$ cat src/rtl/cdm_pkg.sv
// package for the clock divider and monitor register bank
// assumes a byte-wide register port driven by the serial host port logic
package cdm_pkg;
    // ----------------------------------------------------------------
    // register offsets
    // ----------------------------------------------------------------
    localparam logic [7:0] FEEDBACK_DIV_LOW_BYTE_OFS = 8'h2a;
    localparam logic [7:0] INPUT1_DIV_UPPER_BITS_OFS = 8'h2b;
    localparam logic [7:0] INPUT1_DIV_MID_BYTE_OFS   = 8'h2c;
    localparam logic [7:0] INPUT1_DIV_LOW_BYTE_OFS   = 8'h2d;
    localparam logic [7:0] INPUT2_DIV_UPPER_BITS_OFS = 8'h2e;
    localparam logic [7:0] INPUT2_DIV_MID_BYTE_OFS   = 8'h2f;
    localparam logic [7:0] INPUT2_DIV_LOW_BYTE_OFS   = 8'h30;
    localparam logic [7:0] INPUT_RATE_BAND_SELECT_OFS = 8'h37;
    localparam logic [7:0] ACTIVE_INPUT_STATUS_OFS   = 8'h80;

    // ----------------------------------------------------------------
    // reset values
    // ----------------------------------------------------------------
    localparam logic [7:0] FEEDBACK_DIV_LOW_RST = 8'hf9;
    localparam logic [7:0] INPUT1_UPPER_RST     = 8'h00;
    localparam logic [7:0] INPUT1_MID_RST       = 8'h00;
    localparam logic [7:0] INPUT1_LOW_RST       = 8'h09;
    localparam logic [7:0] INPUT2_UPPER_RST     = 8'h00;
    localparam logic [7:0] INPUT2_MID_RST       = 8'h00;
    localparam logic [7:0] INPUT2_LOW_RST       = 8'h00;
    localparam logic [7:0] RATE_BAND_RST        = 8'h00;

    // ----------------------------------------------------------------
    // field layout
    // ----------------------------------------------------------------
    localparam int PREDIV_W       = 19;
    localparam int RATIO_W        = 20;
    localparam int UPPER_MSB      = 2;
    localparam int BAND_W         = 3;
    localparam int BAND1_LSB      = 0;
    localparam int BAND2_LSB      = 3;
    localparam int FIRST_ACT_BIT  = 0;
    localparam int SECOND_ACT_BIT = 1;

    // frequency band codes for offset-alarm monitoring
    typedef enum logic [2:0] {
        CDM_BAND_10_27   = 3'b000,
        CDM_BAND_25_54   = 3'b001,
        CDM_BAND_50_105  = 3'b010,
        CDM_BAND_95_215  = 3'b011,
        CDM_BAND_190_435 = 3'b100,
        CDM_BAND_375_710 = 3'b101,
        CDM_BAND_RSV6    = 3'b110,
        CDM_BAND_RSV7    = 3'b111
    } cdm_band_t;

    // per-input divider and monitor settings
    typedef struct packed {
        logic [PREDIV_W-1:0] divCode;
        logic [RATIO_W-1:0]  divRatio;
        cdm_band_t           rateBand;
        logic                rateBandValid;
    } cdm_input_cfg_t;
endpackage

$ cat src/rtl/cdm_regs.sv
// register bank for feedback divider, input pre-dividers, rate bands and active-input status
// assumes a byte-wide register port from the serial host port, synchronous to ref_clk
//
// Behaviour
// - the low feedback divider byte drives the phase detector divider low byte and resets to 0xf9.
// - the first input is divided by a 19-bit code built from bits 2:0 of one register and two byte registers.
// - each input divider code divides by code plus one, from one up to two to the nineteenth.
// - the second input is divided by its own 19-bit code laid out the same way.
// - each input has a three-bit band code for offset monitoring and codes 110 and 111 are reserved.
// - status bit 1 is high only while the second input is selected and has no signal loss.
// - status bit 0 is high only while the first input is selected and has no signal loss.
// - each input's signal loss alarm reads 1 while loss is detected and 0 otherwise.
`timescale 1ns/1ns
module cdm_regs
    import cdm_pkg::*;
(
    input  wire logic           ref_clk,
    input  wire logic           nrst,
    input  wire logic [7:0]     regAddr,
    input  wire logic           regWrEn,
    input  wire logic           regRdEn,
    input  wire logic [7:0]     regWrData,
    output logic      [7:0]     regRdData,
    output logic                regRdValid,
    input  wire logic           firstInputSelected,
    input  wire logic           secondInputSelected,
    input  wire logic           firstInputLossDetect,
    input  wire logic           secondInputLossDetect,
    output logic      [7:0]     feedbackLowSpeedDividerLow,
    output cdm_input_cfg_t      firstInputCfg,
    output cdm_input_cfg_t      secondInputCfg,
    output logic                firstInputActiveFlag,
    output logic                secondInputActiveFlag,
    output logic                firstInputSignalLossAlarm,
    output logic                secondInputSignalLossAlarm
);
    // ----------------------------------------------------------------
    // storage
    // ----------------------------------------------------------------
    logic [7:0] feedbackDiv_reg;
    logic [2:0] firstUpper_reg;
    logic [7:0] firstMid_reg;
    logic [7:0] firstLow_reg;
    logic [2:0] secondUpper_reg;
    logic [7:0] secondMid_reg;
    logic [7:0] secondLow_reg;
    logic [5:0] rateBand_reg;
    logic [1:0] status_reg;
    logic [1:0] lossAlarm_reg;
    logic [7:0] rdData_next;

    // write strobe for one offset
    function automatic logic hit(input logic [7:0] addr, input logic [7:0] ofs, input logic en);
        hit = en && (addr == ofs);
    endfunction

    // band code in the usable range
    function automatic logic bandOk(input logic [2:0] code);
        bandOk = (code <= CDM_BAND_375_710);
    endfunction

    // ----------------------------------------------------------------
    // feedback divider byte
    // ----------------------------------------------------------------
    // low byte of the phase detector divider
    always_ff @(posedge ref_clk) begin
        if (!nrst) begin
            feedbackDiv_reg <= FEEDBACK_DIV_LOW_RST;
        end else if (hit(regAddr, FEEDBACK_DIV_LOW_BYTE_OFS, regWrEn)) begin
            feedbackDiv_reg <= regWrData;
        end
    end

    // ----------------------------------------------------------------
    // input pre-dividers
    // ----------------------------------------------------------------
    // first input divider bytes
    always_ff @(posedge ref_clk) begin
        if (!nrst) begin
            firstUpper_reg <= INPUT1_UPPER_RST[UPPER_MSB:0];
            firstMid_reg   <= INPUT1_MID_RST;
            firstLow_reg   <= INPUT1_LOW_RST;
        end else begin
            if (hit(regAddr, INPUT1_DIV_UPPER_BITS_OFS, regWrEn)) begin
                firstUpper_reg <= regWrData[UPPER_MSB:0];
            end
            if (hit(regAddr, INPUT1_DIV_MID_BYTE_OFS, regWrEn)) begin
                firstMid_reg <= regWrData;
            end
            if (hit(regAddr, INPUT1_DIV_LOW_BYTE_OFS, regWrEn)) begin
                firstLow_reg <= regWrData;
            end
        end
    end

    // second input divider bytes
    always_ff @(posedge ref_clk) begin
        if (!nrst) begin
            secondUpper_reg <= INPUT2_UPPER_RST[UPPER_MSB:0];
            secondMid_reg   <= INPUT2_MID_RST;
            secondLow_reg   <= INPUT2_LOW_RST;
        end else begin
            if (hit(regAddr, INPUT2_DIV_UPPER_BITS_OFS, regWrEn)) begin
                secondUpper_reg <= regWrData[UPPER_MSB:0];
            end
            if (hit(regAddr, INPUT2_DIV_MID_BYTE_OFS, regWrEn)) begin
                secondMid_reg <= regWrData;
            end
            if (hit(regAddr, INPUT2_DIV_LOW_BYTE_OFS, regWrEn)) begin
                secondLow_reg <= regWrData;
            end
        end
    end

    // rate band fields, top two bits are not stored
    always_ff @(posedge ref_clk) begin
        if (!nrst) begin
            rateBand_reg <= RATE_BAND_RST[5:0];
        end else if (hit(regAddr, INPUT_RATE_BAND_SELECT_OFS, regWrEn)) begin
            rateBand_reg <= regWrData[5:0];
        end
    end

    // ----------------------------------------------------------------
    // status and alarms
    // ----------------------------------------------------------------
    // active input flags, never written by software
    always_ff @(posedge ref_clk) begin
        if (!nrst) begin
            status_reg <= 2'h0;
        end else begin
            status_reg[FIRST_ACT_BIT]  <= firstInputSelected && !firstInputLossDetect;
            status_reg[SECOND_ACT_BIT] <= secondInputSelected && !secondInputLossDetect;
        end
    end

    // signal loss alarms follow the detectors
    always_ff @(posedge ref_clk) begin
        if (!nrst) begin
            lossAlarm_reg <= 2'h0;
        end else begin
            lossAlarm_reg <= {secondInputLossDetect, firstInputLossDetect};
        end
    end

    // ----------------------------------------------------------------
    // outputs
    // ----------------------------------------------------------------
    // divider codes, ratios and bands
    always_comb begin
        firstInputCfg.divCode        = {firstUpper_reg, firstMid_reg, firstLow_reg};
        firstInputCfg.divRatio       = {1'b0, firstInputCfg.divCode} + 20'h00001;
        firstInputCfg.rateBand       = cdm_band_t'(rateBand_reg[BAND1_LSB +: BAND_W]);
        firstInputCfg.rateBandValid  = bandOk(rateBand_reg[BAND1_LSB +: BAND_W]);
        secondInputCfg.divCode       = {secondUpper_reg, secondMid_reg, secondLow_reg};
        secondInputCfg.divRatio      = {1'b0, secondInputCfg.divCode} + 20'h00001;
        secondInputCfg.rateBand      = cdm_band_t'(rateBand_reg[BAND2_LSB +: BAND_W]);
        secondInputCfg.rateBandValid = bandOk(rateBand_reg[BAND2_LSB +: BAND_W]);
    end

    assign feedbackLowSpeedDividerLow = feedbackDiv_reg;
    assign firstInputActiveFlag       = status_reg[FIRST_ACT_BIT];
    assign secondInputActiveFlag      = status_reg[SECOND_ACT_BIT];
    assign firstInputSignalLossAlarm  = lossAlarm_reg[0];
    assign secondInputSignalLossAlarm = lossAlarm_reg[1];

    // ----------------------------------------------------------------
    // read port
    // ----------------------------------------------------------------
    // read mux, reserved bits and unmapped offsets give zero
    always_comb begin
        unique case (regAddr)
            FEEDBACK_DIV_LOW_BYTE_OFS:  rdData_next = feedbackDiv_reg;
            INPUT1_DIV_UPPER_BITS_OFS:  rdData_next = {5'h00, firstUpper_reg};
            INPUT1_DIV_MID_BYTE_OFS:    rdData_next = firstMid_reg;
            INPUT1_DIV_LOW_BYTE_OFS:    rdData_next = firstLow_reg;
            INPUT2_DIV_UPPER_BITS_OFS:  rdData_next = {5'h00, secondUpper_reg};
            INPUT2_DIV_MID_BYTE_OFS:    rdData_next = secondMid_reg;
            INPUT2_DIV_LOW_BYTE_OFS:    rdData_next = secondLow_reg;
            INPUT_RATE_BAND_SELECT_OFS: rdData_next = {2'h0, rateBand_reg};
            ACTIVE_INPUT_STATUS_OFS:    rdData_next = {6'h00, status_reg};
            default:                    rdData_next = 8'h00;
        endcase
    end

    // registered read data, one cycle after the strobe
    always_ff @(posedge ref_clk) begin
        if (!nrst) begin
            regRdData  <= 8'h00;
            regRdValid <= 1'b0;
        end else begin
            regRdValid <= regRdEn;
            if (regRdEn) begin
                regRdData <= rdData_next;
            end
        end
    end
endmodule

$ cat config.mk
export PLATFORM = sky130hd
export DESIGN_NAME = cdm_regs
export DESIGN_NICKNAME = d
export VERILOG_FILES = /design/src/rtl/cdm_pkg.sv /design/src/rtl/cdm_regs.sv
export SDC_FILE = /design/constraint.sdc
export NUM_CORES = 1
export LEC_CHECK = 0
export ABC_AREA = 1
export BUFFER_PORTS_ARGS = -buffer_cell sky130_fd_sc_hd__buf_4
export CORE_AREA = 3 3 113 115
export CTS_CLUSTER_DIAMETER = 50
export DETAILED_ROUTE_END_ITERATION = 16
export DIE_AREA = 0 0 116 118
export PLACE_DENSITY = 0.57
export SLEW_MARGIN = 20
export SYNTH_ARGS = -nofsm -noshare
export SYNTH_HDL_FRONTEND = slang
export SYNTH_SLANG_ARGS = --single-unit
$ cat constraint.sdc
create_clock -name ref_clk -period 1.8 [get_ports ref_clk]
set_input_delay 0.18 -clock ref_clk [delete_from_list [all_inputs] [get_ports ref_clk]]
set_output_delay 0.18 -clock ref_clk [all_outputs]
set_load 0.05 [all_outputs]
# Word level (Yosys, flattened, before mapping)
# Index checks and enable logic that the tools add are counted.
dict set report totals {
  reg_bits 65
  input_bits 24
  output_inout_bits 107
  elab_cells 38
}
dict set report op_classes {
  n_addsub 2
  order_cmp 2
  n_eq_ne 9
  mux 1
  n_reduce_logical 12
}
# cell count
set op_table {}
lappend op_table {{$pmux 8 s9} 1}
lappend op_table {{$eq 8x6->1 const B} 8}
lappend op_table {{$add 19x1->20 const B} 2}
lappend op_table {{$logic_and 1x1->1} 10}
lappend op_table {{$eq 8x8->1 const B} 1}
lappend op_table {{$le 3x3->1 const B} 2}
lappend op_table {{$logic_not 1->1} 2}

# Logic depth before layout (Yosys ltp)
dict set report depth {
  ltp_word 2
  ltp_mapped 11
  depth_no_buf 10
}

# Worst setup path before layout
# OpenSTA, ideal clock, no wires.
dict set report synth_path {
  path_kind {reg-to-output}
  startpoint {register firstLow_reg[3]}
  endpoint {output port firstInputCfg[23] (netlist name)}
  t_arrival_ns 2.926
  required_time_ns 1.620
  setup_slack_ns -1.306
  stages_incl_launch_ff 7
  n_path_buf 0
  path_cell_list {dfxtp_1 -> inv_1 -> nor3_4 -> nand3_2 -> nor2_4 -> nand2_2 -> nor4_1}
}
# item line_no
set synth_lines {}
lappend synth_lines {{start, declared} cdm_regs.sv:43} ;# logic [7:0] firstLow_reg;
lappend synth_lines {{start signal, assigned} cdm_regs.sv:91} ;# firstLow_reg <= regWrData;
lappend synth_lines {{end, declared} cdm_regs.sv:30} ;# output cdm_input_cfg_t firstInputCfg,

==> results.ini <==
[sta]
timing.final.ws_setup_ps = -320
fin_crit_sh_pct = 118
final.setup.tns_ps = -5560
finalMaxSlewViolations = 0
worstMarginPinSlew_ps = 561
report.final.hold_viol_count = 0
slew_headroom_pct = 62.4
fmax_mhz = 472
period_minus_slack_ps = 2120
rsz0062_at_grt = true
finalClockSkew_ps = 5.44
finalSetupViolations = 28

[worst_hold_path]
hp-class = in -> reg

[critical_path]
cp_data_arrival_time_ps = 1940
worstSetupPathType = reg -> out
critPathMaxFanout = 3
start_kind = register
worst_setup_path_end_kind = output pin
worstPathRequired_ps = 1620

[synth]
ys_seq_area_share_pct = 37.0
yosysWarningCount = 0
synth-simple-area-share_pct = 28.6
netlist_area_um2 = 3520
muxShareOfSynthArea_pct = 0
ys_ff_latch = 65
synth_compound_area_share_pct = 17.7
ys_types = 32
yosysTopAreaCell = dfxtp_1
synthAdderAreaFrac_pct = 0.711
synth_top_area_share_pct = 37.0
syn_nets = 542
synth.avg_cell_area_um2 = 6.82
synth-xor-area-share_pct = 6.47
synth_top_family_by_area = simple AND/OR/NAND/NOR gates
syn_inst = 516
synth.area.top_cells = dfxtp_1 (37%), nand2_1 (10%), a21oi_1 (8.5%)

[clocking]
clockRootBuffer = clkbuf_16
htreeDepth = 3
numCtsBuffers = 9
cts-hold-fix-buffers = 0
cts.clk_slew.worst_paths_ps = 50
cts_tree = built
cts.sinks = 65
worst_skew_pair.late_latency_ps = 330
clockBufferDepth = 2

[final_layout]
nets = 748
num_antenna_cells = 0
final_area_um2 = 6320
drive_above_1_share_pct = 44.7
final_core_util_pct = 53.1
areaGrowthSynthToFinish_pct = 79.6
nFillCells = 1135

[floorplanning]
rows = 40
die-area_um2 = 13700
die_w_um = 116
coreArea_um2 = 11900
ios = 131
start_util_pct = 29.5
die_y_um = 118

[placed_design]
placed_cell_area_um2 = 5450
place.gp.congestion = 0.924
io_buffers = 130
place_ws_ps = -95.7
dpl.hpwl_um = 10900

[run]
cap_viol_max_count = 0

[global_routing]
gr-usage-all-layers_pct = 20.7
grt_pass1_vias = 4145
grt_max_degree = 48
grt_overflow = 0
grt_pass1_wl_um = 22000
antenna_found_initial = 0

[routing]
drt_first_pass_iters = 4
ant_nets = 0
drt_iter0_drc = 246
wirelength_um = 14400
wl_per_cell_um = 16.5
drc = 0
vias_per_cell = 4.87
vias = 4253

[pwr]
ir_drop_mv = 0.349
p_total_uw = 3570
leakage_uw = 0.00288
cellPowerDensity_nw_per_um2 = 565

[run_status]
run_status = finished, violations left
violations = negative setup slack

[timing repair]
action,CTS,global route
setup buffers,18,12
setup endpoints to repair,28,30
cloned,0,0
resized for setup,58,30
pin swaps,26,17
[routing by layer]
metal	track usage (%)	vias up	part of all wire (%)
met5	0	-	0
met3	4.94	20	6.7
met1	27.8	1998	44
met4	6.96	0	1.9
li1	-	2069	-
met2	32.3	166	48
[logic make-up (layout without fill, tap and decap cells)]
group | after synthesis | after routing
AOI/OAI and AO/OA | 123 | 123
xor gates and xnor gates | 26 | 26
adders and majority gates | 2 | 2
buffers and inverters | 85 | 296
DFF | 65 | 65
and+or+nand+nor | 215 | 215
[cell usage after synthesis, drive strengths merged]
library cell and count:
buf 6, nand3b 1, xor2 25, inv 69
nor3 4, a211oi 1, ha 2, a21oi 60
nand3 48, a31oi 1, nand4 4, o211ai 1
o21ai 60, nor4 2, nand2 99, clkinv 1
nor2 56, dfxtp 65, clkbuf 9, and2 1
xnor2 1
[final timing paths]
| path | start | end | slack, ps | cells after the start |
|---|---|---|---|---|
| worst max register to register | firstLow_reg[0] | regRdData[0] | 520 | 8 |
| worst min register to register | rateBand_reg[0] | rateBand_reg[0] | 460 | 2 |
| worst min-delay path | firstInputLossDetect | status_reg[0] | 8 | 2 |
| worst max-delay path | secondMid_reg[0] | secondInputCfg[17] | -320 | 9 |
[placed cells by master (no fill, tap or decap), types with 6 or more instances in the layout]
| cell type | synthesis | final |
|---|---|---|
| buf_6 | 1 | 42 |
| xor2_2 | 0 | 6 |
| dfxtp_1 | 65 | 45 |
| nor2_2 | 10 | 10 |
| xor2_4 | 0 | 13 |
| o21ai_0 | 56 | 56 |
| dfxtp_2 | 0 | 8 |
| clkbuf_16 | 0 | 9 |
| nand2_4 | 0 | 10 |
| buf_4 | 2 | 167 |
| inv_1 | 68 | 67 |
| nand2_2 | 4 | 8 |
| dfxtp_4 | 0 | 12 |
| nand3_1 | 44 | 40 |
| a21oi_1 | 60 | 57 |
| nand2_1 | 95 | 81 |
| nor2_1 | 43 | 34 |
| xor2_1 | 25 | 6 |
| nor2_4 | 3 | 12 |
[final cells by class]
class                           count  area [µm²]  share of cell area [%]
Timing Repair Buffer              210        1740                    27.6
Clock buffer                       10         239                    3.78
Sequential cell                    65        1360                    21.5
Multi-Input combinational cell    366        2450                    38.8
Inverter                           70         267                    4.22
Clock inverter                      6        81.3                    1.29
Tap cell                          147         184                    2.91
[where the power goes]
part / internal (µW) / switching, µW
logic: 78.5 / 165
registers: 1430 / 5.30
clock network: 1240 / 656
total: 2750 / 826
[critical path, cell delays in order (launching register included)]
cell     delay (ps)
dfxtp_4         340
inv_1            60
nor2_2          190
nand2_1         120
nor2_4          150
nand3_2         120
nor2_4          170
buf_4           140
xor2_2          140
buf_6           170
[through the flow]
stage / std cells / hold WS [ps]
after global routing: 874 / 14.9
final: 874 / 7.91
after floorplan: 516 / 252
after global placement: 833 / 346
after detailed placement: 833 / 351
after CTS: 866 / 3.11
No activity file was read; power rests on OpenSTA's default activity.
